===== src/design/sawl_pkg.sv =====
// constants and carrier types for the serial audio word link
// assumes a single 200 MHz core clock; all link pins are asynchronous to it
package sawl_pkg;
  localparam int CLK_PERIOD_NS = 5;
  localparam int WORD_W = 16;
  localparam int SYS_BITS = 32;
  localparam int SCK_PERIOD_NS = 64;
  // longest half period, rounded down, never below one cycle
  localparam int SCK_HALF_RAW = (SCK_PERIOD_NS / 2) / CLK_PERIOD_NS;
  localparam int SCK_HALF_CYC = (SCK_HALF_RAW < 1) ? 1 : SCK_HALF_RAW;
  localparam int CNT_W = 8;
  localparam logic WS_LEFT = 1'b0;
  localparam logic WS_RIGHT = 1'b1;
  localparam logic [CNT_W-1:0] CNT_ZERO = 8'h00;
  localparam logic [CNT_W-1:0] CNT_ONE = 8'h01;

  typedef struct packed {
    logic [WORD_W-1:0] left;
    logic [WORD_W-1:0] right;
  } sawl_pair_t;

  typedef struct packed {
    logic right;
    logic [WORD_W-1:0] data;
  } sawl_word_t;
endpackage


===== src/design/sawl_link.sv =====
// serial audio word link: bit clock, word select and serial data, master or slave
// assumes tx_pair_i and control inputs are on clock_i; sck, ws and data pins are async

module sawl_link #(
  parameter int SYS_BITS = sawl_pkg::SYS_BITS,
  parameter int HALF_CYC = sawl_pkg::SCK_HALF_CYC
) (
  input wire logic clock_i,
  input wire logic nrst_i,
  input wire logic audio_interface_select_i,
  input wire logic master_i,
  input wire logic hd_transmit_i,
  input wire sawl_pkg::sawl_pair_t tx_pair_i,
  input wire logic sck_i,
  input wire logic ws_i,
  input wire logic sdi_i,
  input wire logic sdio_i,
  output logic sck_o,
  output logic sck_oe_n_o,
  output logic ws_o,
  output logic ws_oe_n_o,
  output logic sdo_o,
  output logic sdio_o,
  output logic sdio_oe_n_o,
  output sawl_pkg::sawl_word_t rx_word_o,
  output logic rx_valid_o
);
  import sawl_pkg::*;

  localparam logic [CNT_W-1:0] HALF_LAST = CNT_W'(HALF_CYC - 1);
  localparam logic [CNT_W-1:0] FRAME_LAST = CNT_W'(SYS_BITS - 1);
  localparam logic [CNT_W-1:0] WORD_LEN = CNT_W'(WORD_W);
  localparam logic [CNT_W-1:0] WORD_TOP = CNT_W'(WORD_W - 1);

  // pin synchronisers; first stage feeds only the second
  logic sck_m0, sck_m1, sck_d;
  logic ws_m0, ws_m1;
  logic sd_m0, sd_m1;
  logic sd_pin;

  // bit clock and word select generation for master role
  logic [CNT_W-1:0] div_cnt, next_div_cnt;
  logic [CNT_W-1:0] frame_cnt, next_frame_cnt;
  logic sck_r, next_sck_r;
  logic ws_r, next_ws_r;
  logic rise, fall, ws_now, ws_chg;

  // frame state
  logic ws_seen, next_ws_seen;
  logic load_pend, next_load_pend;
  logic [WORD_W-1:0] rx_acc, next_rx_acc;
  logic [CNT_W-1:0] rx_cnt, next_rx_cnt;
  logic [WORD_W-1:0] tx_sh, next_tx_sh;
  logic [CNT_W-1:0] tx_cnt, next_tx_cnt;
  logic sd_out, next_sd_out;
  sawl_word_t rx_word, next_rx_word;
  logic rx_valid, next_rx_valid;
  logic role_oe_n, hd_oe_n;

  // shared pin in half-duplex, separate input pin otherwise
  assign sd_pin = audio_interface_select_i ? sdio_i : sdi_i;

  always_ff @(posedge clock_i or negedge nrst_i) begin
    if (!nrst_i) begin
      sck_m0 <= 1'b0;
      sck_m1 <= 1'b0;
      sck_d <= 1'b0;
      ws_m0 <= 1'b0;
      ws_m1 <= 1'b0;
      sd_m0 <= 1'b0;
      sd_m1 <= 1'b0;
    end else begin
      sck_m0 <= sck_i;
      sck_m1 <= sck_m0;
      sck_d <= sck_m1;
      ws_m0 <= ws_i;
      ws_m1 <= ws_m0;
      sd_m0 <= sd_pin;
      sd_m1 <= sd_m0;
    end
  end

  always_comb begin
    next_div_cnt = div_cnt + CNT_ONE;
    next_sck_r = sck_r;
    next_ws_r = ws_r;
    next_frame_cnt = frame_cnt;
    if (div_cnt == HALF_LAST) begin
      next_div_cnt = CNT_ZERO;
      next_sck_r = !sck_r;
    end
    // word select moves on a falling edge; channel lengths are equal here by choice
    if (master_i && fall) begin
      if (frame_cnt == FRAME_LAST) begin
        next_frame_cnt = CNT_ZERO;
        next_ws_r = !ws_r;
      end else begin
        next_frame_cnt = frame_cnt + CNT_ONE;
      end
    end
  end

  always_ff @(posedge clock_i or negedge nrst_i) begin
    if (!nrst_i) begin
      div_cnt <= CNT_ZERO;
      frame_cnt <= CNT_ZERO;
      sck_r <= 1'b0;
      ws_r <= WS_LEFT;
    end else begin
      div_cnt <= next_div_cnt;
      frame_cnt <= next_frame_cnt;
      sck_r <= next_sck_r;
      ws_r <= next_ws_r;
    end
  end

  // edges come from our own divider as master, from the synced pin as slave
  always_comb begin
    if (master_i) begin
      rise = (div_cnt == HALF_LAST) && !sck_r;
      fall = (div_cnt == HALF_LAST) && sck_r;
      ws_now = ws_r;
    end else begin
      rise = sck_m1 && !sck_d;
      fall = !sck_m1 && sck_d;
      ws_now = ws_m1;
    end
    ws_chg = ws_now != ws_seen;
  end

  always_comb begin
    logic [WORD_W-1:0] acc;
    logic [WORD_W-1:0] word;
    logic [CNT_W-1:0] idx;
    acc = rx_acc;
    word = (ws_seen == WS_RIGHT) ? tx_pair_i.right : tx_pair_i.left;
    idx = WORD_TOP - rx_cnt;
    next_ws_seen = ws_seen;
    next_load_pend = load_pend;
    next_rx_acc = rx_acc;
    next_rx_cnt = rx_cnt;
    next_rx_word = rx_word;
    next_rx_valid = 1'b0;
    next_tx_sh = tx_sh;
    next_tx_cnt = tx_cnt;
    next_sd_out = sd_out;
    if (rise) begin
      // bits past our word length are dropped; unfilled ones stay zero
      if (rx_cnt < WORD_LEN) begin
        acc[idx[$clog2(WORD_W)-1:0]] = sd_m1;
        next_rx_cnt = rx_cnt + CNT_ONE;
      end
      next_rx_acc = acc;
      if (ws_chg) begin
        next_rx_word.data = acc;
        next_rx_word.right = ws_seen;
        next_rx_valid = 1'b1;
        next_rx_acc = '0;
        next_rx_cnt = CNT_ZERO;
        next_ws_seen = ws_now;
        next_load_pend = 1'b1;
      end
    end
    if (fall) begin
      // load on the first falling edge after the select change seen on a rising edge
      if (load_pend) begin
        next_sd_out = word[WORD_W-1];
        next_tx_sh = {word[WORD_W-2:0], 1'b0};
        next_tx_cnt = CNT_ONE;
        next_load_pend = 1'b0;
      end else begin
        // zeros shift in behind the word to pad longer system slots
        next_sd_out = tx_sh[WORD_W-1];
        next_tx_sh = {tx_sh[WORD_W-2:0], 1'b0};
        if (tx_cnt != '1) begin
          next_tx_cnt = tx_cnt + CNT_ONE;
        end
      end
    end
  end

  always_ff @(posedge clock_i or negedge nrst_i) begin
    if (!nrst_i) begin
      ws_seen <= WS_LEFT;
      load_pend <= 1'b0;
      rx_acc <= '0;
      rx_cnt <= CNT_ZERO;
      rx_word <= '0;
      rx_valid <= 1'b0;
      tx_sh <= '0;
      tx_cnt <= CNT_ZERO;
      sd_out <= 1'b0;
      role_oe_n <= 1'b1;
      hd_oe_n <= 1'b1;
    end else begin
      ws_seen <= next_ws_seen;
      load_pend <= next_load_pend;
      rx_acc <= next_rx_acc;
      rx_cnt <= next_rx_cnt;
      rx_word <= next_rx_word;
      rx_valid <= next_rx_valid;
      tx_sh <= next_tx_sh;
      tx_cnt <= next_tx_cnt;
      sd_out <= next_sd_out;
      role_oe_n <= !master_i;
      hd_oe_n <= !(audio_interface_select_i && hd_transmit_i);
    end
  end

  assign sck_o = sck_r;
  assign ws_o = ws_r;
  assign sck_oe_n_o = role_oe_n;
  assign ws_oe_n_o = role_oe_n;
  assign sdo_o = sd_out;
  assign sdio_o = sd_out;
  assign sdio_oe_n_o = hd_oe_n;
  assign rx_word_o = rx_word;
  assign rx_valid_o = rx_valid;

  AST_HD_DRIVE: assert property (@(posedge clock_i) disable iff (!nrst_i)
    !sdio_oe_n_o |-> $past(audio_interface_select_i) && $past(hd_transmit_i))
    else $error("shared pin driven while not transmitting");

  AST_RX_STORE: assert property (@(posedge clock_i) disable iff (!nrst_i)
    (rise && ws_chg) |=> rx_valid_o && (rx_cnt == CNT_ZERO) && (rx_acc == '0))
    else $error("word not stored or input not cleared on select change");

  AST_RX_CHANNEL: assert property (@(posedge clock_i) disable iff (!nrst_i)
    rx_valid_o |-> (rx_word_o.right != ws_seen))
    else $error("stored word has wrong channel");

  AST_RX_DISCARD: assert property (@(posedge clock_i) disable iff (!nrst_i)
    (rise && !ws_chg && rx_cnt >= WORD_LEN) |=> $stable(rx_acc))
    else $error("bit beyond word length was kept");

  AST_RX_RISE_ONLY: assert property (@(posedge clock_i) disable iff (!nrst_i)
    $changed(rx_acc) |-> $past(rise))
    else $error("receive register changed off a rising edge");

  // half a bit period is well under 40 cycles at any supported bit clock
  AST_MSB_AFTER_WS: assert property (@(posedge clock_i) disable iff (!nrst_i)
    (rise && ws_chg) |-> ##[1:40] (fall && load_pend))
    else $error("no falling edge loads the msb after select change");

  AST_MSB_LOAD: assert property (@(posedge clock_i) disable iff (!nrst_i)
    (fall && load_pend) |=> (tx_cnt == CNT_ONE) && !load_pend &&
      (sdo_o == ($past(ws_seen) ? $past(tx_pair_i.right[WORD_W-1]) : $past(tx_pair_i.left[WORD_W-1]))))
    else $error("msb not sent on the edge after select change");

  AST_ZERO_FILL: assert property (@(posedge clock_i) disable iff (!nrst_i)
    (fall && !load_pend && tx_cnt >= WORD_LEN) |=> !sdo_o)
    else $error("non-zero fill after word end");

  AST_TX_FALL_ONLY: assert property (@(posedge clock_i) disable iff (!nrst_i)
    $changed(sdo_o) |-> $past(fall))
    else $error("data changed off a falling edge");

  AST_MASTER_WS: assert property (@(posedge clock_i) disable iff (!nrst_i)
    $changed(ws_o) |-> $past(fall) && $past(master_i) && ($past(frame_cnt) == FRAME_LAST))
    else $error("word select moved at wrong time");
endmodule


===== config.mk =====
export PLATFORM = sky130hd
export DESIGN_NAME = sawl_link
export DESIGN_NICKNAME = d
export VERILOG_FILES = /design/src/design/sawl_pkg.sv /design/src/design/sawl_link.sv
export SDC_FILE = /design/constraint.sdc
export NUM_CORES = 1
export LEC_CHECK = 0
export BUFFER_PORTS_ARGS = -buffer_cell sky130_fd_sc_hd__buf_4
export CORE_UTILIZATION = 40
export DETAILED_ROUTE_END_ITERATION = 6
export SYNTH_ARGS = -nofsm -noshare
export SYNTH_HDL_FRONTEND = slang
export SYNTH_SLANG_ARGS = --single-unit

===== constraint.sdc =====
create_clock -name clock_i -period 4.5 [get_ports clock_i]
set_input_delay 0.675 -clock clock_i [delete_from_list [all_inputs] [get_ports clock_i]]
set_output_delay 0.675 -clock clock_i [all_outputs]
set_load 0.02 [all_outputs]

Word-level counts from Yosys, hierarchy flattened:

Cells that the tools add are included.

* bits in registers: 88
* bits of input ports: 41
* output and inout port bits: 25
* logic and storage cells: 71

* add/subtract/negate cells: 4
* magnitude comparators: 3
* equal/unequal tests: 3
* muxes and demuxes: 22
* reduce and logical (&&, ||, !) cells: 17

Operator list (count)
* 16-bit 2-to-1 mux: 4
* 8-bit 2-to-1 mux: 4
* 8-bit by 1-bit adder with 8-bit output (second input constant): 3
* 16-bit bitwise mux: 1
* 1-bit 2-to-1 mux: 12
* 8-bit by 3-bit equality test with 1-bit output (second input constant): 1
* 8-bit by 5-bit equality test with 1-bit output (second input constant): 1
* 8-bit by 5-bit less-than comparator with 1-bit output (second input constant): 1
* 1-bit logical AND: 7
* 1-bit zero test: 6
* 2-bit AND reduction: 3
* 4-bit by 5-bit less-than comparator with 1-bit output (second input constant): 1
* 1-bit demux with 4-bit select: 1
* 4-bit by 1-bit >= comparator with 1-bit output (second input constant): 1
* 4-bit subtractor (first input constant): 1
* 2-bit nonzero test: 1
* 1-bit != test: 1

Logic depth before layout (Yosys ltp):

Gate-level depths: netlist of the first run.

* depth in word-level cells: 8
* gate-level depth with buffers: 8
* mapped depth without buffers: 6

Worst setup path after synthesis of the first run:

No wires, ideal clock.

* path type: input port to flip-flop
* from: input port master_i
* to: register rx_acc[10]
* setup time: 0.065 ns
* arrival time: 1.984 ns
* data required time: 4.435 ns
* slack: 2.451 ns
* stages on the path: 6
* buffers on the path: 2
* cells stage by stage: buf_2 > mux2i_4 > xor2_1 > and3_1 > buf_2 > a22o_1

* longest elaborated chain between the ends: 3
* elaborated cells between the ends (all ways): 4
* classes of those cells: eq/ne: 1; mux: 3

Ends and longest elaborated chain
* start, declared: line sawl_link.sv:11 `input wire logic master_i,`
* 1-bit 2-to-1 mux: line sawl_link.sv:119 `if (master_i) begin`
* 1-bit != test: line sawl_link.sv:128 `ws_chg = ws_now != ws_seen;`
* 16-bit 2-to-1 mux: line sawl_link.sv:154 `if (ws_chg) begin`
* end signal, assigned: line sawl_link.sv:198 `rx_acc <= next_rx_acc;`
* end, declared: line sawl_link.sv:51 `logic [WORD_W-1:0] rx_acc, next_rx_acc;`

Parallel ways exist; a longest one is shown, timed or not.
A chain may end at the register's enable or synchronous reset.

Final worst setup path of the first run:

* from: register div_cnt[5]
* to: register rx_acc[2]

* longest elaborated chain between the ends: 3

Ends and longest elaborated chain
* start, declared: line sawl_link.sv:42 `logic [CNT_W-1:0] div_cnt, next_div_cnt;`
* start signal, assigned: line sawl_link.sv:110 `div_cnt <= next_div_cnt;`
* 8-bit by 3-bit equality test with 1-bit output: line sawl_link.sv:120 `rise = (div_cnt == HALF_LAST) && !sck_r;`
* 1-bit logical AND: line sawl_link.sv:120
* 1-bit 2-to-1 mux: line sawl_link.sv:119

Every way passes these cells.

==> flow_summary.toml, run 1 <==
[drt]
firstDrtPassIters = 4
detail_route.wl_per_cell_um = 14.2
routed_wl_um = 8250
ant_nets = 0
initialDrtViolationCount = 74
drc = 0
vias_per_cell = 5.25
vias = 3057

[power]
power_density_mw_per_mm2 = 427
ir_drop_v = 0.000174
leakage_nw = 2.31
fin_total_pwr_w = 0.00215

[floorplan]
dieHeight_um = 105
core-area_mm2 = 0.0104
dieArea_mm2 = 0.0111
start_util = 0.413
placementRows = 37
io_pins = 66
die_x_um = 105

[clocking]
clk_pin_slew_ps = 80
clock-root-buffer = "clkbuf_8"
clock_path_buffers = 2
htreeDepth = 3
clkLatencyLatePin_ps = 350
post_cts_buffers = 0
hold_buffers = 0
cts_buffers = 9
cts_sinks = 87
cts_tree = "done"
cts_resized = 0

[global_route]
grt_overflow_total = 0
antenna_found_initial = 0
grt_start_max_net_pins = 46
grt_pass1_vias = 2984
grt_util_all_layers = 0.160
grt_first_pass_wirelength_um = 14300

[worst_setup_path]
cp_top_family = "simple AND/OR/NAND/NOR gates"
cp-start-kind = "flop"
cp-end-kind = "flop"
crit_chain = "nor4_4 > a41o_1 > buf_4 > and3_1 > a22o_1"
critical-path-max-stage-delay_ps = 500
cp.required_ps = 4780
cp_slowest_cell = "and3_1"
cp_max_fo = 42
crit_type = "reg2reg"
worstPathBufferInverterCount = 1
arrival_ps = 2700

[job]
cap_viol_max_count = 0

[yosys]
synth_seq_cells = 87
syn_area_mm2 = 0.00428
synth-edff-count = 0
synth.avg_cell_area_um2 = 11.0
yosysSeqAreaShare = 0.509
ys_async_sr_fraction = 1.00
synth_cell_types = 46
syn_nets = 436
yosysWarningCount = 0
synthCells = 388
ys.flop_type = "dfrtp_1"

[placement]
routabilityCongestion = 0.745
hpwl_um = 5410
placed_area_mm2 = 0.00484
io_buffers = 65

[run_status]
outcome = "finished clean"

[timing]
fin_crit_sh = 0.539
rsz0062_at_grt = "false"
hold_viol_final = 0
setup_viol = 0
fin_crit_ps = 2420
drv_slew = 0
fmax_ghz = 0.412
setup_tns_ps = 0
tightest_slew_ps = 930
slew_headroom = 0.380
finClkSkew_ps = 12.6

[worst_hold_path]
hp-class = "in2async"

[final_layout]
antenna_cells = 0
drive_above_1_share = 0.260
fin_nets = 489
area_delta_synth_final_pct = 17.3
design_area_mm2 = 0.00502
==> routing by layer <==
metal,up-vias,track usage,part of all wire
li1,1500,-,-
met4,0,0.0694,0.016
met1,1477,0.215,0.50
met3,12,0.0315,0.042
met2,68,0.253,0.45
met5,-,0,0
==> through the flow <==
stage / util / hold slack [ps] / setup slack (ps) / cells
finish: 0.484 / 305 / 2080 / 582
global route: 0.484 / 349 / 1940 / 582
CTS: 0.484 / 314 / 2060 / 582
detailed placement: 0.466 / 336 / 1780 / 566
global placement: 0.466 / 334 / 1830 / 566
floorplan: - / 331 / 2450 / 388
==> power by group <==
group	switching, W	leakage (nW)	internal, W	total (W)
sequential	0.000111	1.10	0.000931	0.00104
clock	0.000251	0.0887	0.000257	0.000509
combinational	0.000305	1.13	0.000290	0.000595
==> registers in the layout (all words and copies together), names as in the netlist <==
signal and cells:
load_pend 1, div_cnt 8, sck_o 1, rx_word_o 17, sdio_o 1, sck_m1 1
rx_cnt 8, sck_d 1, tx_sh 15, sd_m0 1, rx_acc 16, ws_seen 1
ws_m1 1, sck_oe_n_o 1, ws_m0 1, frame_cnt 8, sck_m0 1, sdio_oe_n_o 1
sd_m1 1, rx_valid_o 1, ws_o 1
==> cell type report <==
type,instances,area [um^2]
Fill cell,990,5350
Timing Repair Buffer,69,518
Clock buffer,14,143
Clock inverter,2,35.0
Multi-Input combinational cell,268,1950
Inverter,6,22.5
Sequential cell,87,2180
Tap cell,136,170
==> placed cells by master, fill, tap and decap left out, types with 9 or more instances in the layout <==
cell and count:
nor2_1 30, a21oi_1 50, nand3_1 12, dfrtp_1 85, mux2i_1 32, a22o_1 13
mux2_2 19, o21ai_0 22, buf_4 69, clkbuf_8 9, nand2_1 11
==> cells in the mapped netlist, drive strengths merged (2+ instances only) <==
cell type / number / area share
buf: 13 / 0.018
nor4: 2 / 0.0064
xor2: 5 / 0.010
nor4b: 5 / 0.018
dfstp: 2 / 0.012
mux2: 19 / 0.050
nor3: 4 / 0.0058
nor2b: 5 / 0.0073
a21oi: 51 / 0.062
a22o: 13 / 0.027
and4b: 3 / 0.0070
inv: 6 / 0.0053
mux2i: 33 / 0.080
and2: 4 / 0.0058
o21ai: 22 / 0.026
a21bo: 3 / 0.0070
xnor2: 9 / 0.020
clkbuf: 14 / 0.012
dfrtp: 85 / 0.50
a32o: 2 / 0.0047
and4: 3 / 0.0061
nor2: 30 / 0.026
nand2: 11 / 0.0096
and3: 8 / 0.012
nand3: 12 / 0.014
ha: 7 / 0.020
nand4: 7 / 0.010
a21o: 2 / 0.0035
==> cells by family (layout without fill, tap and decap cells) <==
group / count (synthesis) / count (layout) / share of synthesized area
compound gates: 97 / 97 / 0.137
xor+xnor: 14 / 14 / 0.0304
fa+ha+maj: 7 / 7 / 0.0205
buf+inv: 33 / 91 / 0.0360
flops: 87 / 87 / 0.509
mux: 52 / 52 / 0.130
simple gates: 98 / 98 / 0.137
==> worst paths after layout <==
check | startpoint | to | slack [ps] | cells after the start
max | div_cnt[5]$_DFF_PN0_ | rx_acc[2]$_DFFE_PN0N_ | 2080 | 5
min | nrst_i | rx_acc[9]$_DFFE_PN0N_ | 310 | 1
max reg2reg | div_cnt[5]$_DFF_PN0_ | rx_acc[2]$_DFFE_PN0N_ | 2080 | 5
min reg2reg | sd_m0$_DFF_PN0_ | sd_m1$_DFF_PN0_ | 350 | 0
max in group asynchronous | nrst_i | sck_d$_DFF_PN0_ | 3220 | 2
min in group clock_i | sd_m0$_DFF_PN0_ | sd_m1$_DFF_PN0_ | 350 | 0
(Power assumes the default switching activity.)
==> run 2: changes to the inputs <==
==> constraint.sdc (replaced) <==
create_clock -name clock_i -period 2 [get_ports clock_i]
set_input_delay 0.3 -clock clock_i [delete_from_list [all_inputs] [get_ports clock_i]]
set_output_delay 0.3 -clock clock_i [all_outputs]
set_load 0.02 [all_outputs]
==> run 2 against run 1 <==
Against the previous run: sequential share of layout area fell by 1.7 points; non-clock buffer count up 19; count of clock-buffer cells in the layout shrank 5; register-to-register slack worse by 2000 ps; routed wire length grew 4.1%.
==> flow_summary.toml, run 2 (synthesized netlist as in run 1, its figures left out) <==
[run_status]
outcome = "finished clean"

[timing]
setup_viol = 0
setup_ws_ps = 72.8
hold_viol_final = 0
setup_tns_ps = 0
drv_slew = 0
tightest_slew_ps = 925
finClkSkew_ps = 14.6
whs_ps = 50.3
fin_crit_sh = 0.964
fin_crit_ps = 1930
fmax_ghz = 0.519
slew_headroom = 0.383

[power]
fin_total_pwr_w = 0.00499
p_clk_frac = 0.253
power_density_mw_per_mm2 = 955
seqPwrFrac = 0.468
internal-power_w = 0.00338
combPwrFrac = 0.279
leakage_nw = 2.43
ir_drop_v = 0.000451
switching_power_w = 0.00161
p_sw_frac = 0.323

[global_route]
grt_start_max_net_pins = 39
grt_pass1_vias = 3120
grt_overflow_total = 0
antenna_found_initial = 0
grt_util_all_layers = 0.167
grt_first_pass_wirelength_um = 14900

[placement]
hpwl_um = 5910
io_buffers = 65
dp.cells = 583
routabilityCongestion = 0.791
place_ws_ps = 21.6

[drt]
detail_route.wl_per_cell_um = 14.3
firstDrtPassIters = 4
ant_nets = 0
vias = 3133
routed-wl-met2_um = 3910
vias_per_cell = 5.21
initialDrtViolationCount = 161
drt-met1-wl_um = 4260
drc = 0
top_layer = "met4"
routed-wl-met3_um = 303
routed_wl_um = 8590

[clocking]
htreeDepth = 3
cts_tree = "done"
clock_path_buffers = 2
cts_sinks = 87
clkLatencyLatePin_ps = 360
cts_buffers = 9
clk_pin_slew_ps = 90
clock-root-buffer = "clkbuf_8"

[final_layout]
layout_commonest_cell = "dfrtp_1"
fin_cells = 601
final_cell_mix = "dfrtp_1 (85), buf_4 (84), a21oi_1 (50), mux2i_1 (32), nor2_1 (30)"
largest_register_ffs = 17
antenna_cells = 0
area_delta_synth_final_pct = 22.1
drive_above_1_share = 0.299
fin_nets = 508

[worst_setup_path]
crit_path_end = "rx_word_o[12]$_DFFE_PN0P_"
crit_type = "reg2reg"
cp.required_ps = 2240
cp-start-kind = "flop"
cp-end-kind = "flop"
cp_max_fo = 13
r2r_end = "rx_word_o[12]$_DFFE_PN0P_"
reg2reg_slack_ps = 70
r2r_cells = 4
arrival_ps = 2170
startpoint = "rx_cnt[6]$_DFFE_PN0P_"
rr_startpoint = "rx_cnt[6]$_DFFE_PN0P_"

[floorplan]
io_pins = 66
core-area_mm2 = 0.0104
dieHeight_um = 105
placementRows = 37
start_util = 0.413
dieArea_mm2 = 0.0111
die_x_um = 105

[worst_hold_path]
hp-class = "in2reg"

[job]
cap_viol_max_count = 0
-- run 2: changes by cell type in the layout (fill, tap and decap cells not counted), sizes merged --
cell         before  now
dlygate4sd3       0    1
buf              69   87
inv               6    9
clkinv            1    3
clkbuf           14    9
-- run 2: timing repair --
| action | CTS | global route |
|---|---|---|
| setup buffers | 0 | 1 |
| endpoints found under the setup margin | 0 | 17 |
| resized for setup | 0 | 1 |
| endpoints found under the hold margin | 30 | 0 |
| hold buffers | 1 | 0 |
-- run 2: routing by layer --
| layer | vias to the layer above | GRT usage |
|---|---|---|
| li1 | 1538 | - |
| met3 | 10 | 0.0266 |
| met1 | 1513 | 0.235 |
| met2 | 72 | 0.259 |
| met4 | 0 | 0.0614 |
| met5 | - | 0 |
-- run 2: worst min-delay path by stage --
stage          startpoint                  endpoint  cells past startpoint
6_report            sck_i          sck_m0$_DFF_PN0_                      1
5_1_grt             sck_i          sck_m0$_DFF_PN0_                      1
4_1_cts             sck_i          sck_m0$_DFF_PN0_                      1
3_5_place_dp       nrst_i  rx_word_o[8]$_DFFE_PN0P_                      1
3_3_place_gp       nrst_i  rx_word_o[8]$_DFFE_PN0P_                      1
2_1_floorplan      nrst_i      div_cnt[0]$_DFF_PN0_                      0
-- run 2: stage by stage --
stage	instance area [um^2]	utilization
after detailed placement	5000	0.482
final	5230	0.504
after CTS	5220	0.503
after global placement	5000	0.482
after global routing	5230	0.504
after floorplan	4280	-
-- run 2: worst max-delay path: stages, from the launching register on --
cell and delay [ps]:
dfrtp_1 400, or4_4 660, nor4b_2 440, mux2i_1 240, a21oi_1 80
-- run 2: area by class of cell --
cell class,instances,area [um^2]
clock buffer,9,124
timing repair buffer,88,701
multi-input combinational,268,1950
fill,960,5140
sequential,87,2180
inverter,6,22.5
clock inverter,7,78.8
tap,136,170
-- run 2: power by group through the flow --
stage	clock (W)	combinational, W	sequential, W
3_3_place_gp	0	0.00138	0.00237
4_1_cts	0.00130	0.00141	0.00234
3_5_place_dp	0	0.00140	0.00237
5_1_grt	0.00138	0.00155	0.00239
6_report	0.00126	0.00139	0.00234
2_1_floorplan	0	0.000773	0.00246
